### src/pkg/fei_pkg.sv
// shared types and constants for the fpu error reporting handshake
package fei_pkg;

    ////////////////////////////////////////////////////////////////////////////
    // cycle counts at 10 MHz
    localparam int PULSE_CYCLES  = 2;
    localparam int WINDOW_CYCLES = 4;
    localparam int EXEC_CYCLES   = 3;
    localparam int CNT_W         = 4;

    // reset values
    localparam logic RST_ERR_OUT_N = 1'b1;
    localparam logic RST_SYNC_N    = 1'b1;
    localparam logic RST_SYNC      = 1'b0;

    ////////////////////////////////////////////////////////////////////////////
    typedef enum logic [1:0] {
        KIND_WAITING,
        KIND_NOWAIT,
        KIND_WAIT,
        KIND_VECTOR
    } fei_kind_t;

    typedef enum logic [2:0] {
        ST_IDLE,
        ST_PULSE,
        ST_WINDOW,
        ST_SERVICE,
        ST_EXEC,
        ST_FROZEN
    } fei_state_t;

    typedef struct packed {
        logic      valid;
        fei_kind_t kind;
    } fei_instr_t;

    typedef struct packed {
        logic valid;
        logic unmasked;
        logic immediate;
        logic vector;
    } fei_exc_t;

endpackage : fei_pkg

### src/core/fei_core.sv
// fpu error output, ignore input, interrupt window and freeze sequencing
`timescale 1ns/1ps

module fei_core #(
    parameter int PULSE_LEN  = fei_pkg::PULSE_CYCLES,
    parameter int WINDOW_LEN = fei_pkg::WINDOW_CYCLES,
    parameter int EXEC_LEN   = fei_pkg::EXEC_CYCLES
) (
    input  wire logic               clk,
    input  wire logic               sys_rst,
    input  wire logic               clkEn,
    input  wire fei_pkg::fei_instr_t instr,
    input  wire fei_pkg::fei_exc_t  fpuEvent,
    input  wire logic               errClear,
    input  wire logic               native_error_report_bit,
    input  wire logic               laterGen,
    input  wire logic               ifFlag,
    input  wire logic               svcDone,
    input  wire logic               ignore_numeric_error_in_n,
    input  wire logic               maskable_irq_in,
    output logic                    fpu_error_out_n,
    output logic                    frozen,
    output logic                    busy,
    output logic                    irqTake,
    output logic                    nativeFault
);
    import fei_pkg::*;

    // refused at elaboration: the phase counters cannot reach these lengths
    if (PULSE_LEN < 1 || WINDOW_LEN < 1 || EXEC_LEN < 1 ||
        PULSE_LEN >= (1 << CNT_W) || WINDOW_LEN >= (1 << CNT_W) || EXEC_LEN >= (1 << CNT_W)) begin : g_bad_len
        $error("fei_core: phase lengths must lie in 1 .. 2**CNT_W-1");
    end

    localparam logic [CNT_W-1:0] PULSE_LAST  = CNT_W'(PULSE_LEN - 1);
    localparam logic [CNT_W-1:0] WINDOW_LAST = CNT_W'(WINDOW_LEN - 1);
    localparam logic [CNT_W-1:0] EXEC_LAST   = CNT_W'(EXEC_LEN - 1);

    ////////////////////////////////////////////////////////////////////////////
    // pin synchronisers
    logic ignS1_n;
    logic ignS2_n;
    logic irqS1;
    logic irqS2;

    always_ff @(posedge clk) begin
        if (sys_rst) begin
            ignS1_n <= RST_SYNC_N;
            ignS2_n <= RST_SYNC_N;
            irqS1   <= RST_SYNC;
            irqS2   <= RST_SYNC;
        end else if (clkEn) begin
            ignS1_n <= ignore_numeric_error_in_n;
            ignS2_n <= ignS1_n;
            irqS1   <= maskable_irq_in;
            irqS2   <= irqS1;
        end
    end

    logic compat;
    logic ignActive;
    logic irqReq;

    assign compat    = ~native_error_report_bit;
    assign ignActive = compat & ~ignS2_n;
    assign irqReq    = irqS2 & ifFlag;

    ////////////////////////////////////////////////////////////////////////////
    // error tracking
    logic errPending;
    logic errImm;
    logic errAsserted;
    logic newErr;

    assign newErr = fpuEvent.valid & fpuEvent.unmasked & ~fpuEvent.vector;

    // a new error in the clearing cycle survives the clear
    always_ff @(posedge clk) begin
        if (sys_rst) begin
            errPending <= 1'b0;
            errImm     <= 1'b0;
        end else if (clkEn) begin
            if (newErr) begin
                errPending <= 1'b1;
                errImm     <= fpuEvent.immediate | laterGen;
            end else if (errClear) begin
                errPending <= 1'b0;
                errImm     <= 1'b0;
            end
        end
    end

    ////////////////////////////////////////////////////////////////////////////
    // sequencer
    fei_state_t       state;
    fei_state_t       retState;
    fei_state_t       next_state;
    logic [CNT_W-1:0] cnt;
    logic             accept;
    logic             freezeHit;
    logic             pulseHit;

    assign accept    = instr.valid & (state == ST_IDLE);
    assign freezeHit = errPending & ~ignActive;
    assign pulseHit  = errPending & compat & ~ignActive & ~errAsserted & ~laterGen;

    always_comb begin
        next_state = state;
        case (state)
            ST_IDLE: begin
                if (instr.valid) begin
                    case (instr.kind)
                        KIND_VECTOR: next_state = ST_EXEC;
                        KIND_NOWAIT: begin
                            if (pulseHit) begin
                                next_state = ST_PULSE;
                            end else if (laterGen) begin
                                next_state = ST_EXEC;
                            end else begin
                                next_state = ST_WINDOW;
                            end
                        end
                        default: begin
                            if (freezeHit && compat) begin
                                next_state = ST_FROZEN;
                            end else if (freezeHit) begin
                                next_state = ST_IDLE;
                            end else if (instr.kind == KIND_WAITING) begin
                                next_state = ST_WINDOW;
                            end else begin
                                next_state = ST_EXEC;
                            end
                        end
                    endcase
                end else if (irqReq) begin
                    next_state = ST_SERVICE;
                end
            end
            ST_PULSE: begin
                if (cnt == PULSE_LAST) begin
                    next_state = ST_WINDOW;
                end
            end
            ST_WINDOW: begin
                if (irqReq) begin
                    next_state = ST_SERVICE;
                end else if (cnt == WINDOW_LAST) begin
                    next_state = ST_EXEC;
                end
            end
            ST_SERVICE: begin
                if (svcDone) begin
                    next_state = retState;
                end
            end
            ST_EXEC: begin
                if (cnt == EXEC_LAST) begin
                    next_state = ST_IDLE;
                end
            end
            ST_FROZEN: begin
                if (!freezeHit) begin
                    next_state = ST_EXEC;
                end else if (irqReq) begin
                    next_state = ST_SERVICE;
                end
            end
            default: next_state = ST_IDLE;
        endcase
    end

    always_ff @(posedge clk) begin
        if (sys_rst) begin
            state    <= ST_IDLE;
            retState <= ST_IDLE;
            cnt      <= '0;
        end else if (clkEn) begin
            state <= next_state;
            if (next_state != state) begin
                cnt <= '0;
            end else begin
                cnt <= cnt + CNT_W'(1);
            end
            if (next_state == ST_SERVICE && state != ST_SERVICE) begin
                // window interrupts resume the instruction, freezes recheck
                retState <= (state == ST_WINDOW) ? ST_EXEC : (state == ST_FROZEN) ? ST_FROZEN : ST_IDLE;
            end
        end
    end

    ////////////////////////////////////////////////////////////////////////////
    // error output latch: held until the handler clears the error
    always_ff @(posedge clk) begin
        if (sys_rst) begin
            errAsserted <= 1'b0;
        end else if (clkEn) begin
            if (compat && !ignActive && ((newErr && (fpuEvent.immediate || laterGen)) ||
                                         (errPending && errImm))) begin
                errAsserted <= 1'b1;
            end else if (compat && next_state == ST_FROZEN) begin
                errAsserted <= 1'b1;
            end else if (errClear || !errPending) begin
                errAsserted <= 1'b0;
            end
        end
    end

    ////////////////////////////////////////////////////////////////////////////
    // registered outputs: error output and frozen one cycle behind the state, busy and irqTake decoded from next_state
    always_ff @(posedge clk) begin
        if (sys_rst) begin
            fpu_error_out_n <= RST_ERR_OUT_N;
            frozen          <= 1'b0;
            busy            <= 1'b0;
            irqTake         <= 1'b0;
            nativeFault     <= 1'b0;
        end else if (clkEn) begin
            fpu_error_out_n <= ~(compat & (errAsserted | (state == ST_PULSE)));
            frozen          <= (state == ST_FROZEN);
            busy            <= (next_state != ST_IDLE);
            irqTake         <= (next_state == ST_SERVICE) & (state != ST_SERVICE);
            nativeFault     <= accept & (instr.kind == KIND_WAITING || instr.kind == KIND_WAIT) &
                               freezeHit & ~compat;
        end
    end
endmodule : fei_core

### config.mk
export PLATFORM = sky130hd
export DESIGN_NAME = fei_core
export DESIGN_NICKNAME = d
export VERILOG_FILES = /design/src/pkg/fei_pkg.sv /design/src/core/fei_core.sv
export SDC_FILE = /design/constraint.sdc
export NUM_CORES = 1
export LEC_CHECK = 0
export ABC_AREA = 0
export BUFFER_PORTS_ARGS = -buffer_cell sky130_fd_sc_hd__buf_2
export CAP_MARGIN = 20
export CELL_PAD_IN_SITES_DETAIL_PLACEMENT = 0
export CELL_PAD_IN_SITES_GLOBAL_PLACEMENT = 1
export CORE_MARGIN = 1
export CORE_UTILIZATION = 41
export DETAILED_ROUTE_END_ITERATION = 10
export GPL_ROUTABILITY_DRIVEN = 0
export HOLD_SLACK_MARGIN = 0.1
export PLACE_DENSITY_LB_ADDON = 0.1
export SYNTH_ARGS = -nofsm -noshare
export SYNTH_HDL_FRONTEND = slang
export SYNTH_SLANG_ARGS = --single-unit
export TNS_END_PERCENT = 30
### constraint.sdc
create_clock -name clk -period 2.2 [get_ports clk]
set_input_delay 0 -clock clk [delete_from_list [all_inputs] [get_ports clk]]
set_output_delay 0 -clock clk [all_outputs]
set_load 0.01 [all_outputs]
==> reports/metrics.yaml, run 1 <==
layout.cells.non_filler: 231
startpoint: "state[1]"
arrival_ns: 2.28
final_nets: 208
power_frac_clock: 0.237
post_drt_via_cell_ratio: 5.40
start_util: 0.430
crit_path_end: "retState[2]"
dp_hpwl_um: 2340
seq_area_frac_synth: 0.320
layout-drive-gt1-share: 0.219
slew_headroom: 0.644
p_seq_frac: 0.519
grt_pass1_wl_um: 5270
rr_endpoint: "retState[2]"
fin_worst_skew_ns: 0.000882
clock_tree.buffer_depth: 2
sw_frac_of_total: 0.316
dieArea_um2: 3430
p_sw_mw: 0.256
grt_use_met3: 0.0264
fin_area_um2: 1570
rr_startpoint: "state[1]"
layout_commonest_cell: "nor2_1"
fin_crit_sh: 0.934
grt_use_total: 0.202
cts_root_buf: "clkbuf_4"
slew_viol_final: 0
synth_edf_count: 0
status: "finished clean"
fin_util: 0.514
grt-ovfl-total: 0
crit_path_start_kind: "flop"
async_flop_share: 0
drt_drc_violations_left: 0
p_int_mw: 0.554
ir_worst_vdd_mv: 0.294
first_pass_iters: 4
cts_tree: "done"
cp.required_ns: 2.43
numCtsBuffers: 3
drt_iter0_markers: 42
fin_setup_tns_ns: 0
place_ws_ns: 0.189
p_comb_frac: 0.244
num_antenna_cells: 0
antenna_found_initial: 0
mostFrequentLayoutCells: "nor2_1, buf_2, dfxtp_1"
drtAntennaViolNets: 0
fmax_mhz: 487
die_h_um: 58.6
critical_path.max_fanout: 10
wl_um: 3210
syn2layout_area_growth_pct: 19.4
end_kind: "flop"
dpl-instance-area_um2: 1460
mappedNetlistNets: 180
timing.final.ws_setup_ns: 0.146
whs_ns: 0.0983
post-cts-setup-buffers: 0
hold_viol: 0
synth.distinct_cells: 51
core_um2: 3050
syn_area_um2: 1310
num_rows: 20
clock-sinks: 21
gr-usage-met1: 0.309
period_minus_slack_ns: 2.05
grt_pass1_vias: 1108
grtUsageMet2: 0.299
reg2reg_depth: 7
port_buffers: 21
synth-main-ff-cell: "dfxtp_1"
synth-seq-cells: 21
setup_viol: 0
place_inst: 220
p_per_area_nw_per_um2: 517
io-pin-count: 22
p_leak_nw: 0.601
synth_cells: 160
grt.busiest_layer: "met1"
crit_type: "flop to flop"
htree_levels: 1
grt_start_max_net_pins: 24
max-cap-violations: 0
path_clk_slew_ns: 0.12
clk_latency_ns: 0.31
avgSynthCellArea_um2: 8.21
min_path_type: "input port to flop"
die_w_um: 58.6
wire_per_inst_um: 13.9
ys_warn_count: 0
worst_pin_slew_ns: 0.530
total_power_mw: 0.811
dr_total_vias: 1247
r2r_slack_ns: 0.15
## timing repair
action                                  in CTS  in global routing
hold buffers                                 7                  0
endpoints found under the setup margin       0                  2
hold endpoints to repair                    12                  0
resized for setup                            0                  2
## worst min path at each step
stage | from | end | slack, ns | depth (start not counted)
floorplan | sys_rst | ignS2_n | 0.1 | 1
global route | fpuEvent[0] | errImm | 0.16 | 5
global placement | ignore_numeric_error_in_n | ignS1_n | 0.21 | 2
CTS | fpuEvent[0] | errImm | 0.10 | 5
finish | fpuEvent[0] | errImm | 0.1 | 5
detailed placement | ignore_numeric_error_in_n | ignS1_n | 0.22 | 2
## power groups by stage
stage | clock, mW | sequential [mW] | combinational [mW]
2_1_floorplan | 0 | 0.419 | 0.136
3_3_place_gp | 0 | 0.428 | 0.184
4_1_cts | 0.194 | 0.420 | 0.195
3_5_place_dp | 0 | 0.428 | 0.185
6_report | 0.192 | 0.421 | 0.198
5_1_grt | 0.206 | 0.424 | 0.218
## logic make-up after synthesis
| group | count (synthesis) | share of synthesized area |
|---|---|---|
| muxes | 5 | 0.0381 |
| DFF | 21 | 0.320 |
| adders and majority gates | 3 | 0.0286 |
| and+or+nand+nor | 71 | 0.287 |
| AOI/OAI and AO/OA | 43 | 0.259 |
| xor gates and xnor gates | 2 | 0.0191 |
| buffers and inverters | 15 | 0.0486 |
## state kept, by name (all words and copies together) (netlist names)
signal,cells
ignS2_n,1
retState,2
fpu_error_out_n,1
ignS1_n,1
irqS2,1
errImm,1
cnt,4
frozen,1
busy,1
errAsserted,1
nativeFault,1
irqTake,1
errPending,1
irqS1,1
state,3
## cells in the mapped netlist (all sizes together) (4+ instances only)
| master | n | area share |
|---|---|---|
| nor2 | 23 | 0.066 |
| dfxtp | 21 | 0.32 |
| nand2 | 15 | 0.043 |
| a21oi | 7 | 0.027 |
| nand4 | 7 | 0.033 |
| o21ai | 7 | 0.027 |
| inv | 6 | 0.017 |
| nor2b | 6 | 0.029 |
| buf | 5 | 0.020 |
| mux2i | 5 | 0.038 |
| a211o | 4 | 0.027 |
| a311oi | 4 | 0.027 |
| clkbuf | 4 | 0.011 |
## cell type report
class,instances,area (um^2)
clock inverter,1,5.00
fill,316,1480
tap,44,55.1
clock buffer,3,22.5
inverter,6,22.5
multi-input combinational,124,837
timing repair buffer,32,205
sequential,21,422
## worst max-delay path, cell delays in order (launching register included)
cell      delay (ns)
dfxtp_1         0.55
buf_4           0.21
inv_2           0.03
a311o_1         0.32
a21o_1          0.25
a211oi_4        0.30
nor2_1          0.07
a311oi_1        0.24
## metal layers
| layer | up-vias | part of all wire |
|---|---|---|
| li1 | 642 | - |
| met1 | 564 | 0.54 |
| met2 | 37 | 0.42 |
| met3 | 4 | 0.034 |
| met4 | 0 | 0.0066 |
| met5 | - | 0 |
No activity file was read; power rests on OpenSTA's default activity.
==> run 2, diff against run 1 <==
--- a/config.mk
+++ b/config.mk
@@ -5,13 +5,13 @@
 export SDC_FILE = /design/constraint.sdc
 export NUM_CORES = 1
 export LEC_CHECK = 0
-export ABC_AREA = 0
+export ABC_AREA = 1
 export BUFFER_PORTS_ARGS = -buffer_cell sky130_fd_sc_hd__buf_2
 export CAP_MARGIN = 20
 export CELL_PAD_IN_SITES_DETAIL_PLACEMENT = 0
 export CELL_PAD_IN_SITES_GLOBAL_PLACEMENT = 1
 export CORE_MARGIN = 1
-export CORE_UTILIZATION = 41
+export CORE_UTILIZATION = 38
 export DETAILED_ROUTE_END_ITERATION = 10
 export GPL_ROUTABILITY_DRIVEN = 0
 export HOLD_SLACK_MARGIN = 0.1
==> reports/metrics.yaml, run 2 <==
post-cts-setup-buffers: 0  # unchanged
clock_tree.buffer_depth: 2  # unchanged
crit_type: "input port to flop"
setup_viol: 0  # unchanged
fin_worst_skew_ns: 0.00973  # +0.00884 ns
synth.distinct_cells: 31  # -39%
worst_pin_slew_ns: 0.507  # -0.0229 ns
end_kind: "flop"
start_util: 0.404  # -0.0266
max-cap-violations: 0  # unchanged
die_h_um: 59.0  # +0.59%
arrival_ns: 2.11  # -0.17 ns
p_per_area_nw_per_um2: 530  # +2.6%
seq_area_frac_synth: 0.341  # +0.0211
cts_root_buf: "clkbuf_4"
layout_commonest_cell: "nand2_1"
synth_area_leaders: "dfxtp_1, nand2_1, nand3_1, nor2_1, a21oi_1"
wl_um: 3010  # -6.1%
yosys.area.top_type_share: 0.341  # +0.0211
post_drt_via_cell_ratio: 4.87  # -9.9%
startpoint: "fpuEvent[0]"
clock-sinks: 21  # unchanged
layout-drive-gt1-share: 0.194  # -0.0257
final_nets: 238  # +14%
async_flop_share: 0  # unchanged
dp_hpwl_um: 2250  # -3.8%
numCtsBuffers: 3  # unchanged
antenna_found_initial: 0  # unchanged
clk_latency_ns: 0.30  # about the same
grt_start_max_net_pins: 20  # -17%
port_buffers: 21  # unchanged
slew_headroom: 0.660  # +0.0162
fmax_mhz: 526  # +8.0%
rr_endpoint: "retState[2]"
place_ws_ns: 0.531  # +0.342 ns
post_cts_resized: 0  # unchanged
min_path_cells: 3  # -2
grt-ovfl-total: 0  # unchanged
rr_startpoint: "state[0]"
io-pin-count: 22  # unchanged
synth_edf_count: 0  # unchanged
first_pass_iters: 4  # unchanged
mappedNetlistNets: 207  # +15%
htree_levels: 1  # unchanged
total_power_mw: 0.791  # -2.4%
wire_per_inst_um: 11.5  # -17%
synthTopCellsByCount: "nand2_1, dfxtp_1, nor2_1"
status: "finished clean"
cp.required_ns: 2.41  # -0.02 ns
dieArea_um2: 3480  # +1.2%
yosysMostFrequentCell: "nand2_1"
avgSynthCellArea_um2: 6.59  # -20%
largest_reg_flops: 4  # unchanged
largest-register: "cnt"
num_rows: 20  # unchanged
layout.cells.non_filler: 261  # +13%
mostFrequentLayoutCells: "nand2_1, nor2_1, dfxtp_1, buf_2, nand3_1"
slew_viol_final: 0  # unchanged
synth-main-ff-cell: "dfxtp_1"
synth_top_cell_by_area: "dfxtp_1"
crit_path_start_kind: "input port"
critical_path.max_fanout: 2  # -8
fin_util: 0.489  # -0.0250
p_leak_nw: 0.699  # +16%
grt_pass1_wl_um: 5260  # -0.27%
reg.largest.list: "cnt (4), state (3), retState (2)"
crit_path_end: "errImm"
cts_hold_buffers: 10  # +3
grt_pass1_vias: 1198  # +8.1%
drt_iter0_markers: 37  # -12%
drtAntennaViolNets: 0  # unchanged
fin_setup_tns_ns: 0  # unchanged
synth_cells: 187  # +17%
synth-seq-cells: 21  # unchanged
hold_viol: 0  # unchanged
path_clk_slew_ns: 0.13  # about the same
core_um2: 3050  # unchanged
die_w_um: 59.0  # +0.59%
dr_total_vias: 1270  # +1.8%
syn_area_um2: 1230  # -6.2%
min_path_type: "input port to flop"
grt_use_total: 0.198  # -0.00407
fin_crit_sh: 0.865  # -0.0691
ys_warn_count: 0  # unchanged
reg2reg_depth: 11  # +4
num-fill-cells: 341  # +7.9%
ir_worst_vdd_mv: 0.270  # -8.1%
timing.final.ws_setup_ns: 0.298  # +0.152 ns
place_inst: 247  # +12%
syn2layout_area_growth_pct: 21.1
drt_drc_violations_left: 0  # unchanged
r2r_slack_ns: 0.51  # +0.36 ns
cts_tree: "done"
period_minus_slack_ns: 1.90  # -0.152 ns
rsz0062_at_grt: "false"
num_antenna_cells: 0  # unchanged
-- run 2: cell count changes in the layout (fill, tap and decap cells not counted), sizes merged, moves of 4 or more --
| cell | delta |
|---|---|
| a311oi | -4 |
| mux2i | -5 |
| a21oi | +8 |
| o21ai | +6 |
| nand3 | +18 |
| nor2b | -6 |
| a211o | -4 |
| buf | -4 |
| nand2 | +33 |
| nand4 | -4 |
| inv | +15 |
-- run 2: area by class of cell --
type,instances,area (um^2),share of cell area
Timing Repair Buffer,31,205,0.137
Inverter,22,82.6,0.0553
Clock inverter,1,5.00,0.00335
Clock buffer,3,22.5,0.0151
Multi-Input combinational cell,139,702,0.470
Tap cell,44,55.1,0.0369
Sequential cell,21,420,0.282
-- run 2: cell families after synthesis --
group	Yosys count	share of synthesized area
compound gates	31	0.139
buf+inv	27	0.0893
flops	21	0.341
xor+xnor	3	0.0213
fa+ha+maj	3	0.0305
simple gates	102	0.379
-- run 2: power by group --
part           internal, mW  switching (mW)  total, mW  leakage, nW
logic                0.0718           0.113      0.184        0.510
clock network        0.0677           0.122      0.190       0.0177
registers             0.400          0.0178      0.417        0.172
-- run 2: worst min path at each step --
stage | start | to | slack [ns]
floorplan | sys_rst | fpu_error_out_n | 0.12
global placement | ignore_numeric_error_in_n | ignS1_n | 0.21
detailed placement | ignore_numeric_error_in_n | ignS1_n | 0.22
CTS | clkEn | frozen | 0.11
global route | clkEn | frozen | 0.14
finish | clkEn | frozen | 0.13
-- run 2: metal layers --
| layer | track usage | wire length (um) | vias to the layer above |
|---|---|---|---|
| met5 | 0 | 0 | - |
| met4 | 0.0680 | 41 | 0 |
| met3 | 0.0264 | 117 | 4 |
| met2 | 0.336 | 1360 | 28 |
| met1 | 0.258 | 1490 | 568 |
| li1 | - | - | 670 |
-- run 2: through the flow --
stage	area [um^2]	hold slack (ns)
detailed placement	1370	0.215
global placement	1370	0.215
floorplan	1230	0.115
CTS	1490	0.114
global route	1490	0.137
finish	1490	0.132
-- run 2: critical path: stages --
cell and delay [ns]:
dlygate4sd3_1 0.53, buf_2 0.12, nor2_1 0.13, dlygate4sd3_1 0.57, nand2_1 0.07, nand3_1 0.09, a21oi_1 0.06, dlygate4sd3_1 0.55
==> run 3, diff against run 2 <==
--- a/config.mk
+++ b/config.mk
@@ -6,13 +6,13 @@
 export NUM_CORES = 1
 export LEC_CHECK = 0
 export ABC_AREA = 1
-export BUFFER_PORTS_ARGS = -buffer_cell sky130_fd_sc_hd__buf_2
 export CAP_MARGIN = 20
 export CELL_PAD_IN_SITES_DETAIL_PLACEMENT = 0
 export CELL_PAD_IN_SITES_GLOBAL_PLACEMENT = 1
 export CORE_MARGIN = 1
-export CORE_UTILIZATION = 38
+export CORE_UTILIZATION = 43
 export DETAILED_ROUTE_END_ITERATION = 10
+export DONT_BUFFER_PORTS = 1
 export GPL_ROUTABILITY_DRIVEN = 0
 export HOLD_SLACK_MARGIN = 0.1
 export PLACE_DENSITY_LB_ADDON = 0.1
==> reports/metrics.yaml, run 3 (synthesis gave the netlist of run 2 again) <==
status: "finished clean"
first_pass_iters: 4  # unchanged
largest_reg_flops: 4  # unchanged
path_clk_slew_ns: 0.12  # about the same
mostFrequentLayoutCells: "nand2_1, nor2_1, nand3_1"
r2r_slack_ns: 0.12  # -0.39 ns
drt_iter0_markers: 36  # -2.7%
num_rows: 19  # -5.0%
num-fill-cells: 278  # -18%
layout.cells.non_filler: 230  # -12%
whs_ns: 0.110  # -0.0220 ns
core_um2: 2730  # -10%
fin_crit_sh: 0.945  # +0.0800
clock_tree.buffer_depth: 2  # unchanged
dpl-instance-area_um2: 1240  # -8.9%
max-cap-violations: 0  # unchanged
cts_root_buf: "clkbuf_4"
fin_setup_tns_ns: 0  # unchanged
p_seq_frac: 0.541  # +0.014
crit_type: "flop to flop"
ir_worst_vdd_mv: 0.400  # +48%
critical_path.max_fanout: 5  # +3
place_inst: 213  # -14%
fmax_mhz: 481  # -8.5%
cts_tree: "done"
reg2reg_depth: 10  # -1
dp_hpwl_um: 2150  # -4.3%
wire_per_inst_um: 12.8  # +11%
grt-ovfl-total: 0  # unchanged
total_power_mw: 0.781  # -1.4%
post_drt_via_cell_ratio: 5.34  # +9.8%
multiInputGateArea_um2: 708  # +0.89%
fin_worst_skew_ns: 0.00200  # -0.00773 ns
sw_frac_of_total: 0.315  # -0.00386
power_frac_clock: 0.245  # +0.005
layout-drive-gt1-share: 0.141  # -0.0528
p_comb_frac: 0.214  # -0.019
grt_pass1_wl_um: 4970  # -5.5%
worst_pin_slew_ns: 0.640  # +0.134 ns
start_util: 0.451  # +0.0471
drtAntennaViolNets: 0  # unchanged
reg.largest.list: "cnt (4), state (3), retState (2)"
p_sw_mw: 0.246  # -2.6%
grt_use_total: 0.204  # +0.00531
startpoint: "cnt[0]"
clock-sinks: 21  # unchanged
largest-register: "cnt"
setup_viol: 0  # unchanged
regArea_um2: 430  # +2.4%
io-pin-count: 22  # unchanged
rsz0062_at_grt: "true"
htree_levels: 1  # unchanged
period_minus_slack_ns: 2.08  # +0.176 ns
port_buffers: 0  # -100%
p_per_area_nw_per_um2: 550  # +3.8%
crit_path_end: "errAsserted"
end_kind: "flop"
hold_viol: 0  # unchanged
fin_area_um2: 1420  # -4.9%
numCtsBuffers: 3  # unchanged
grt_pass1_vias: 1168  # -2.5%
layout_commonest_cell: "nand2_1"
syn2layout_area_growth_pct: 15.1
die_w_um: 55.5  # -5.8%
p_int_mw: 0.535  # -0.81%
slew_headroom: 0.573  # -0.0869
dieArea_um2: 3080  # -11%
num_antenna_cells: 0  # unchanged
grt_start_max_net_pins: 19  # -5.0%
drt_drc_violations_left: 0  # unchanged
crit_path_start_kind: "flop"
rr_endpoint: "errAsserted"
clk_latency_ns: 0.30  # about the same
min_path_type: "input port to flop"
p_leak_nw: 0.630  # -9.9%
post-cts-setup-buffers: 0  # unchanged
rr_startpoint: "cnt[0]"
arrival_ns: 2.33  # +0.22 ns
die_h_um: 55.5  # -5.8%
dr_total_vias: 1229  # -3.2%
cp.required_ns: 2.45  # +0.04 ns
wl_um: 2950  # -2.2%
slew_viol_final: 0  # unchanged
final_nets: 220  # -7.6%
antenna_found_initial: 0  # unchanged
run 3: final cells by class:
| type | count | area share |
|---|---|---|
| inverters | 22 | 0.0582 |
| multi-input cells | 139 | 0.499 |
| well taps | 31 | 0.0273 |
| flip-flops and latches | 21 | 0.303 |
| repair buffers | 13 | 0.0935 |
| clock buffers | 4 | 0.0185 |
run 3: worst max-delay path, cell delays in order, from the launching register on:
cell and delay, ns:
dfxtp_4 0.39, ha_1 0.17, nand3_1 0.13, nand2_1 0.11
nand3_1 0.07, nor2_1 0.16, nand2_2 0.11, nor2_1 0.10
nand3_1 0.08, a21oi_1 0.14, dlygate4sd3_1 0.55
run 3: worst min path at each step:
stage / start / endpoint / slack (ns) / depth (start not counted)
global route: instr[2] / state[1] / 0.12 / 5
CTS: clkEn / ignS1_n / 0.10 / 3
floorplan: sys_rst / fpu_error_out_n / 0.12 / 2
global placement: sys_rst / retState[0] / 0.07 / 1
detailed placement: sys_rst / retState[0] / 0.07 / 1
finish: clkEn / ignS1_n / 0.11 / 3
run 3: power by group through the flow:
| stage | Combinational (mW) | Sequential [mW] | Clock, mW |
|---|---|---|---|
| final | 0.167 | 0.422 | 0.191 |
| after detailed placement | 0.140 | 0.429 | 0 |
| after CTS | 0.164 | 0.420 | 0.198 |
| after global routing | 0.191 | 0.425 | 0.209 |
| after floorplan | 0.125 | 0.423 | 0 |
| after global placement | 0.142 | 0.428 | 0 |
run 3: stage by stage:
| stage | worst slack, ns | utilization |
|---|---|---|
| floorplan | 0.745 | - |
| global placement | 0.555 | 0.455 |
| detailed placement | 0.530 | 0.455 |
| CTS | 0.0408 | 0.512 |
| global route | -0.00470 | 0.519 |
| finish | 0.122 | 0.519 |
run 3: timing repair:
action / 4_1_cts / 5_1_grt
resized for setup: 0 / 11
hold buffers: 13 / 0
endpoints found under the hold margin: 21 / 0
endpoints found under the setup margin: 0 / 3
run 3: metal layers:
layer	share of wire	wire length, um	track usage
met1	0.48	1400	0.259
met2	0.46	1360	0.356
met3	0.055	161	0.0328
met4	0.0061	18	0.0536
met5	0	0	0
